`config.mk`:
```
export PLATFORM = sky130hd
export DESIGN_NAME = tcs_device_flat
export DESIGN_NICKNAME = d
export VERILOG_FILES = /design/src/inc/tcs_pkg.sv /design/src/inc/tcs_link_if.sv /design/src/tcs_device.sv /design/src/flat_wrapper.sv
export VERILOG_INCLUDE_DIRS = /design/src /design/src/inc
export SDC_FILE = /design/constraint.sdc
export NUM_CORES = 2
export LEC_CHECK = 0
export ABC_AREA = 1
export BUFFER_PORTS_ARGS = -buffer_cell sky130_fd_sc_hd__clkbuf_2
export CAP_MARGIN = 40
export CORE_ASPECT_RATIO = 0.75
export CORE_MARGIN = 3
export CORE_UTILIZATION = 40
export DETAILED_ROUTE_END_ITERATION = 8
export PLACE_DENSITY = 0.56
export SYNTH_ARGS = -nofsm -noshare
export SYNTH_HDL_FRONTEND = slang
export SYNTH_SLANG_ARGS = --single-unit
```
`constraint.sdc`:
```
create_clock -name clk -period 28.6 [get_ports clk]
set_clock_uncertainty 0.05 [all_clocks]
set_input_delay 1.43 -clock clk [delete_from_list [all_inputs] [get_ports clk]]
set_output_delay 1.43 -clock clk [all_outputs]
set_load 0.05 [all_outputs]
```
`src/inc/tcs_regs.svh`:
```
`ifndef TCS_REGS_SVH
`define TCS_REGS_SVH
// host register offsets (word index on the user port)
`define TCS_OFF_CTRL 4'h0
`define TCS_OFF_CAL 4'h1
`define TCS_OFF_OCW 4'h2
`define TCS_OFF_OPW 4'h3
`define TCS_OFF_CFG 4'h4
`define TCS_OFF_SHUNT 4'h5
`define TCS_OFF_BUS 4'h6
`define TCS_OFF_CURR 4'h7
`define TCS_OFF_POWER 4'h8
`define TCS_OFF_ENERGY 4'h9
`define TCS_OFF_STATUS 4'hA
`define TCS_OFF_MASK 4'hB
// status bit positions
`define TCS_ST_DONE 0
`define TCS_ST_OC 1
`define TCS_ST_OP 2
`define TCS_ST_UNCAL 3
// reset values
`define TCS_CAL_RESET 16'h0000
`define TCS_CFG_RESET 16'h4127
`define TCS_OCW_RESET 16'h7FF8
`define TCS_OPW_RESET 16'h7FF8
// conversion config fields
`define TCS_CFG_AVG_LSB 9
`define TCS_CFG_MODE_LSB 0
// scaling: current = shunt*cal/2048, power = current*bus/20000
`define TCS_CUR_SHIFT 11
`define TCS_PWR_DIV 20000
// compare width
`define TCS_CMP_BITS 12
`endif

```
`src/inc/tcs_pkg.sv`:
```
package tcs_pkg;
  typedef logic signed [15:0] tcs_word_t;
  typedef enum logic [1:0] {TCS_OP_NONE, TCS_OP_WRITE, TCS_OP_READ} tcs_op_t;
  typedef enum logic [3:0] {
    TCS_R_CAL, TCS_R_OCW, TCS_R_OPW, TCS_R_CFG, TCS_R_SHUNT, TCS_R_BUS,
    TCS_R_CURR, TCS_R_POWER, TCS_R_ENERGY, TCS_R_STATUS
  } tcs_reg_t;
endpackage

```
`src/inc/tcs_link_if.sv`:
```
`timescale 1ns/1ps
// word-level register link: the host writes or reads one whole 2-byte word
interface tcs_link_if;
  import tcs_pkg::*;
  tcs_op_t op;
  tcs_reg_t sel;
  tcs_word_t wrWord;
  tcs_word_t rdWord;
  logic rdValid;
  modport device (input op, input sel, input wrWord, output rdWord, output rdValid);
  modport host (output op, output sel, output wrWord, input rdWord, input rdValid);
endinterface

```
`src/tcs_device.sv`:
```
// The register offsets and the plain strobed port were chosen for this implementation.
`timescale 1ns/1ps
`include "tcs_regs.svh"
module tcs_device
  import tcs_pkg::*;
(
  input wire logic clk,
  input wire logic reset,
  tcs_link_if.device link,
  input wire logic sampleValid,
  input wire logic signed [15:0] shuntSample,
  input wire logic signed [15:0] busSample,
  output logic resultStrobe,
  output logic ocWarn,
  output logic opWarn
);
  logic [15:0] calValue;
  logic [15:0] convCfg;
  tcs_word_t ocThresh;
  tcs_word_t opThresh;
  tcs_word_t shuntRes;
  tcs_word_t busRes;
  tcs_word_t currRes;
  tcs_word_t powerRes;
  tcs_word_t energyRes;
  logic [3:0] statusBits;
  logic [9:0] avgCount;
  logic signed [25:0] shuntAcc;
  logic signed [25:0] busAcc;
  logic signed [15:0] rdData;
  logic rdValid;
  logic armed;

  // averaging count decode from the config word, 1..1024 samples
  function automatic logic [9:0] avg_target(input logic [2:0] code);
    unique case (code)
      3'h0: avg_target = 10'h000;
      3'h1: avg_target = 10'h003;
      3'h2: avg_target = 10'h00F;
      3'h3: avg_target = 10'h03F;
      3'h4: avg_target = 10'h07F;
      3'h5: avg_target = 10'h0FF;
      3'h6: avg_target = 10'h1FF;
      3'h7: avg_target = 10'h3FF;
    endcase
  endfunction

  // arithmetic shift by the average exponent
  function automatic logic signed [15:0] avg_out(input logic signed [25:0] acc, input logic [2:0] code);
    logic signed [25:0] s;
    s = 26'sh0;
    unique case (code)
      3'h0: s = acc;
      3'h1: s = acc >>> 2;
      3'h2: s = acc >>> 4;
      3'h3: s = acc >>> 6;
      3'h4: s = acc >>> 7;
      3'h5: s = acc >>> 8;
      3'h6: s = acc >>> 9;
      3'h7: s = acc >>> 10;
    endcase
    avg_out = s[15:0];
  endfunction

  // decode of link requests
  wire isWrite = (link.op == TCS_OP_WRITE);
  wire isRead = (link.op == TCS_OP_READ);
  wire [2:0] avgCode = convCfg[`TCS_CFG_AVG_LSB +: 3];
  wire [2:0] modeCode = convCfg[`TCS_CFG_MODE_LSB +: 3];
  wire continuous = modeCode[2];
  wire shuntEn = modeCode[0];
  wire busEn = modeCode[1];
  // arm on the mode being written, so the write that enters triggered mode starts a run at once
  wire oneShotWrite = isWrite && (link.sel == TCS_R_CFG) && !link.wrWord[`TCS_CFG_MODE_LSB + 2];
  wire takeSample = sampleValid && (continuous || armed);
  wire lastSample = takeSample && (avgCount == avg_target(avgCode));
  wire signed [25:0] nextShuntAcc = (avgCount == 10'h000) ? 26'(shuntSample) : shuntAcc + 26'(shuntSample);
  wire signed [25:0] nextBusAcc = (avgCount == 10'h000) ? 26'(busSample) : busAcc + 26'(busSample);
  wire signed [15:0] avgShunt = avg_out(nextShuntAcc, avgCode);
  wire signed [15:0] avgBus = avg_out(nextBusAcc, avgCode);
  // current = shunt * cal / 2048, the 2048 absorbing the 0.00512 constant
  wire signed [32:0] currProd = 33'(avgShunt) * $signed({1'b0, calValue});
  wire signed [32:0] currFull = currProd >>> `TCS_CUR_SHIFT;
  wire signed [15:0] nextCurr = (calValue == 16'h0000) ? 16'sh0000 : currFull[15:0];
  // power LSB = 25 current LSB; bus LSB 1.25 mV so divide by 20000
  wire signed [32:0] pwrProd = 33'(nextCurr) * 33'(avgBus);
  wire signed [32:0] pwrFull = pwrProd / 33'(`TCS_PWR_DIV);
  wire signed [15:0] nextPower = pwrFull[15:0];
  wire signed [15:0] nextEnergy = energyRes + nextPower;
  // warning compare on upper 12 bits
  wire ocHit = $signed(currRes[15:4]) > $signed(ocThresh[15:4]);
  wire opHit = $signed(powerRes[15:4]) > $signed(opThresh[15:4]);

  // read data selection
  always_comb begin
    rdData = 16'sh0000;
    unique case (link.sel)
      TCS_R_CAL: rdData = calValue;
      TCS_R_OCW: rdData = ocThresh;
      TCS_R_OPW: rdData = opThresh;
      TCS_R_CFG: rdData = convCfg;
      TCS_R_SHUNT: rdData = shuntRes;
      TCS_R_BUS: rdData = busRes;
      TCS_R_CURR: rdData = currRes;
      TCS_R_POWER: rdData = powerRes;
      TCS_R_ENERGY: rdData = energyRes;
      TCS_R_STATUS: rdData = {12'h000, statusBits};
      default: rdData = 16'sh0000;
    endcase
  end

  // configuration words, defaults after every reset
  always_ff @(posedge clk or posedge reset) begin
    if (reset) begin
      calValue <= `TCS_CAL_RESET;
      convCfg <= `TCS_CFG_RESET;
      ocThresh <= `TCS_OCW_RESET;
      opThresh <= `TCS_OPW_RESET;
    end else if (isWrite) begin
      if (link.sel == TCS_R_CAL) calValue <= link.wrWord;
      if (link.sel == TCS_R_CFG) convCfg <= link.wrWord;
      if (link.sel == TCS_R_OCW) ocThresh <= link.wrWord;
      if (link.sel == TCS_R_OPW) opThresh <= link.wrWord;
    end
  end

  // averaging sequencer and one-shot arm
  always_ff @(posedge clk or posedge reset) begin
    if (reset) begin
      avgCount <= 10'h000;
      shuntAcc <= 26'sh0;
      busAcc <= 26'sh0;
      armed <= 1'b0;
    end else begin
      if (oneShotWrite) begin
        armed <= 1'b1;
        avgCount <= 10'h000;
      end else if (takeSample) begin
        shuntAcc <= nextShuntAcc;
        busAcc <= nextBusAcc;
        avgCount <= lastSample ? 10'h000 : avgCount + 10'h001;
        if (lastSample) armed <= 1'b0;
      end
    end
  end

  // result words, refreshed only at the end of an averaging run
  always_ff @(posedge clk or posedge reset) begin
    if (reset) begin
      shuntRes <= 16'sh0000;
      busRes <= 16'sh0000;
      currRes <= 16'sh0000;
      powerRes <= 16'sh0000;
      energyRes <= 16'sh0000;
    end else if (lastSample) begin
      if (shuntEn) shuntRes <= avgShunt;
      if (busEn) busRes <= avgBus;
      currRes <= nextCurr;
      powerRes <= nextPower;
      energyRes <= nextEnergy;
    end
  end

  // sticky status, a read of the status word clears, set wins
  always_ff @(posedge clk or posedge reset) begin
    if (reset) begin
      statusBits <= 4'h0;
    end else begin
      statusBits <= (isRead && link.sel == TCS_R_STATUS) ? 4'h0 : statusBits;
      if (lastSample) statusBits[`TCS_ST_DONE] <= 1'b1;
      if (ocHit) statusBits[`TCS_ST_OC] <= 1'b1;
      if (opHit) statusBits[`TCS_ST_OP] <= 1'b1;
      if (calValue == 16'h0000) statusBits[`TCS_ST_UNCAL] <= 1'b1;
    end
  end

  // registered outputs
  always_ff @(posedge clk or posedge reset) begin
    if (reset) begin
      rdValid <= 1'b0;
      link.rdWord <= 16'sh0000;
      resultStrobe <= 1'b0;
      ocWarn <= 1'b0;
      opWarn <= 1'b0;
    end else begin
      rdValid <= isRead;
      link.rdWord <= isRead ? rdData : 16'sh0000;
      resultStrobe <= lastSample;
      ocWarn <= ocHit;
      opWarn <= opHit;
    end
  end
  assign link.rdValid = rdValid;
endmodule

```
`src/flat_wrapper.sv`:
```
// flat-port wrapper written by rule: the top's interface ports become plain ports
module tcs_device_flat import tcs_pkg::*;
  (clk, reset, sampleValid, shuntSample, busSample, resultStrobe, ocWarn, opWarn, link_op, link_sel, link_wrWord, link_rdWord, link_rdValid);
  tcs_link_if link_i ();
  input wire logic clk;
  input wire logic reset;
  input wire logic sampleValid;
  input wire logic signed [15:0] shuntSample;
  input wire logic signed [15:0] busSample;
  output logic resultStrobe;
  output logic ocWarn;
  output logic opWarn;
  input wire logic [$bits(link_i.op)-1:0] link_op;
  input wire logic [$bits(link_i.sel)-1:0] link_sel;
  input wire logic [$bits(link_i.wrWord)-1:0] link_wrWord;
  output wire logic [$bits(link_i.rdWord)-1:0] link_rdWord;
  output wire logic [$bits(link_i.rdValid)-1:0] link_rdValid;
  assign link_i.op = link_op;
  assign link_i.sel = link_sel;
  assign link_i.wrWord = link_wrWord;
  assign link_rdWord = link_i.rdWord;
  assign link_rdValid = link_i.rdValid;
  tcs_device u_core (.clk(clk), .reset(reset), .link(link_i), .sampleValid(sampleValid), .shuntSample(shuntSample), .busSample(busSample), .resultStrobe(resultStrobe), .ocWarn(ocWarn), .opWarn(opWarn));
endmodule
```
==> flow_metrics.tcl <==
set metrics [dict create \
    drv_slew 0 \
    ioPinCount 77 \
    status "finished, violations left" \
    yosys.area.top_type_share 0.2147 \
    cts_sinks 231 \
    violations "negative setup slack" \
    timing.fmax_ghz 0.03333 \
    finalWorstSetupSlack_ns -1.405 \
    die_x_um 377.9 \
    holdPathEnd "u_core.armed$_DFFE_PP0P_" \
    seq_area_frac_synth 0.1402 \
    grt.total_usage 0.2593 \
    port_buffers 76 \
    clockBufferDepth 3 \
    synthFlopType "dfrtp_1" \
    synth.distinct_cells 84 \
    r2r_slack_ns -0.92 \
    worst_pin_slew_ns 0.9469 \
    hold_viol 0 \
    start_util 0.4069 \
    synth_top_family_by_area "simple AND/OR/NAND/NOR gates" \
    yosys.area_share.simple 0.2988 \
    syn_avg_cell_area_um2 7.380 \
    worst-path-max-fanout 8 \
    synth-edff-count 0 \
    antenna_found_initial 2 \
    root_buffer "clkbuf_16" \
    coreArea_um2 102000 \
    yosys-top-cells-area "fa_1 21%, dfrtp_1 12%, nand2_1 10%" \
    synth_xor_area_frac 0.03703 \
    drt_iter0_markers 3307 \
    worstSkewPairLatency_ns 0.63 \
    synth_adder_area_share 0.2934 \
    vias 41010 \
    timing.final.crit_share 1.049 \
    hp-class "flip-flop to flip-flop" \
    rsz0062_at_grt "true" \
    clkTransAtPathRegs_ns 0.07 \
    synthMuxAreaShare 0.0002412 \
    min_path_cells 2 \
    reg2regPathDepth 219 \
    fp.dieH_um 284.9 \
    die-area_um2 107700 \
    grt_pass1_wl_um 224100 \
    maxSlewHeadroom 0.3664 \
    final-seq-area_um2 5818 \
    synth_compound_area_frac 0.1079 \
    synth_area_um2 41490 \
    rows 101 \
    vias_per_cell 5.055 \
    numCtsBuffers 27 \
    startpoint_type "primary input" \
    cpMostUsedCell "nand2_2" \
    fillers 9467 \
    place.gp.congestion 0.9547 \
    multiInputGateArea_um2 34000 \
    cp.arrival_ns 30.45 \
    final_common_cell "buf_4" \
    drt_wl_total_um 140800 \
    timing.rr.start "u_core.shuntAcc[4]$_DFFE_PP0P_" \
    worst-endpoint-required_ns 29.04 \
    crit_slowest_cell "fa_2" \
    detail-route-antenna-nets 0 \
    area_delta_synth_final_pct 36.52 \
    first_global_vias 40780 \
    slowest_delay_ns 0.60 \
    cts_max_level 1 \
    grt_start_max_net_pins 106 \
    end_kind "flip-flop" \
    synthArstFlopShare 1.000 \
    wire_per_inst_um 17.35 \
    syn_nets 6385 \
    synth_area_leader_cell "fa_1" \
    setup_viol 11 \
    path_class "primary input to flip-flop" \
    firstDrtPassIters 6 \
    final_cell_mix "1050 x buf_4, 984 x nand2_1, 941 x inv_1" \
    hp-start "u_core.armed$_DFFE_PP0P_" \
    ys_ff_latch 231 \
    yosys_warnings 0 \
    cts_tree "yes" \
    period_needed_ns 30.00 \
    drc_errors 0 \
    final_nets 7514 \
    synthesis.instances 5622 \
    overflow 0 \
    drive_gt1_frac 0.3584 \
    hpwl_um 111500 \
    pre_cts_ws_ns -2.538 \
    drv_cap 0 \
    r2r-end "u_core.energyRes[15]$_DFFE_PP0P_" \
]
## kinds of logic after synthesis
kind of cell,count (synthesis)
and+or+nand+nor,2534
buffers and inverters,1251
AOI/OAI and AO/OA,730
adders and majority gates,706
DFF,231
xor gates and xnor gates,169
muxes,1
## registers in the layout, summed over array words and instances (netlist names), 4 cells and up
register,count
u_core.statusBits,4
u_core.currRes,16
u_core.convCfg,16
u_core.busAcc,26
u_core.ocThresh,16
u_core.busRes,16
u_core.powerRes,16
u_core.opThresh,16
u_core.avgCount,10
u_core.energyRes,16
u_core.shuntAcc,26
u_core.calValue,16
u_core.link.rdWord,16
u_core.shuntRes,16
## repair_timing
| action | 4_1_cts | 5_1_grt |
|---|---|---|
| endpoints found under the setup margin | 19 | 32 |
| pin swaps | 287 | 212 |
| resized for setup | 388 | 340 |
| cloned | 11 | 0 |
| buffers inserted | 154 | 81 |
| hold buffers | 0 | 0 |
## through the flow
stage	TNS (ns)	utilization	cells	hold WS [ns]	instance area [µm²]
finish	-10.87	0.5555	8112	0.4314	56650
global route	-45.57	0.5554	8111	0.4566	56640
CTS	-2.598	0.5358	8037	0.4352	54650
detailed placement	-31.13	0.4965	7824	0.4179	50630
global placement	-21.50	0.4952	7815	0.4121	50500
floorplan	-0.7443	-	5622	0.3979	42190
## critical path, delay by kind of cell
kind / cells / cell delay, ns
AOI/OAI and AO/OA: 26 / 4.31
adders and majority gates: 17 / 7.51
and+or+nand+nor: 126 / 11.40
buffers and inverters: 48 / 4.92
xor gates and xnor gates: 3 / 0.71
## layer usage
layer,global-route usage,up-vias,routed length (µm)
met5,0,-,0
met4,0.03639,0,1756
met3,0.05659,134,12110
met2,0.3806,1265,59500
met1,0.3955,19780,67410
li1,-,19830,-
## how the worst max path moves through the flow
| stage | startpoint | end | slack [ns] | cells past startpoint |
|---|---|---|---|---|
| 3_3_place_gp | shuntSample[0] | u_core.energyRes[15]$_DFFE_PP0P_ | -2.19 | 226 |
| 4_1_cts | shuntSample[0] | u_core.energyRes[15]$_DFFE_PP0P_ | -0.42 | 224 |
| 2_1_floorplan | shuntSample[0] | u_core.energyRes[15]$_DFFE_PP0P_ | -0.41 | 220 |
| 3_5_place_dp | shuntSample[0] | u_core.energyRes[15]$_DFFE_PP0P_ | -2.54 | 224 |
| 5_1_grt | shuntSample[0] | u_core.energyRes[15]$_DFFE_PP0P_ | -3.12 | 227 |
| 6_report | shuntSample[4] | u_core.energyRes[15]$_DFFE_PP0P_ | -1.40 | 220 |
## final cells by class
| type | count | share of cell area |
|---|---|---|
| clock buffers | 32 | 0.01297 |
| inverters | 1103 | 0.07536 |
| flip-flops and latches | 231 | 0.1027 |
| well taps | 1339 | 0.02958 |
| clock inverters | 18 | 0.005345 |
| multi-input cells | 4149 | 0.6002 |
| repair buffers | 1239 | 0.1738 |
| diodes | 1 | 0.00004418 |
## cell usage after synthesis, types with 15 or more instances
cell type / count
clkinv_1: 26
or2_2: 17
inv_2: 50
a21oi_1: 191
nand3_2: 36
nand2_2: 162
xnor2_1: 48
a21oi_2: 17
ha_1: 261
o221ai_1: 27
nor2_2: 33
dfstp_2: 30
dfrtp_1: 201
o21ai_0: 249
nor3_1: 23
nand3_1: 308
inv_1: 1009
xor2_1: 115
clkbuf_1: 115
nand4_1: 49
o21a_1: 17
nand2_4: 99
nor2_4: 35
o21ai_1: 34
a221oi_1: 22
o21bai_1: 20
o21ai_2: 15
nor2_1: 570
nand2_1: 1125
o22ai_1: 55
fa_1: 445
Power is not shown: default switching activity piles up to over one toggle a cycle in this logic, so the estimate is an artifact.
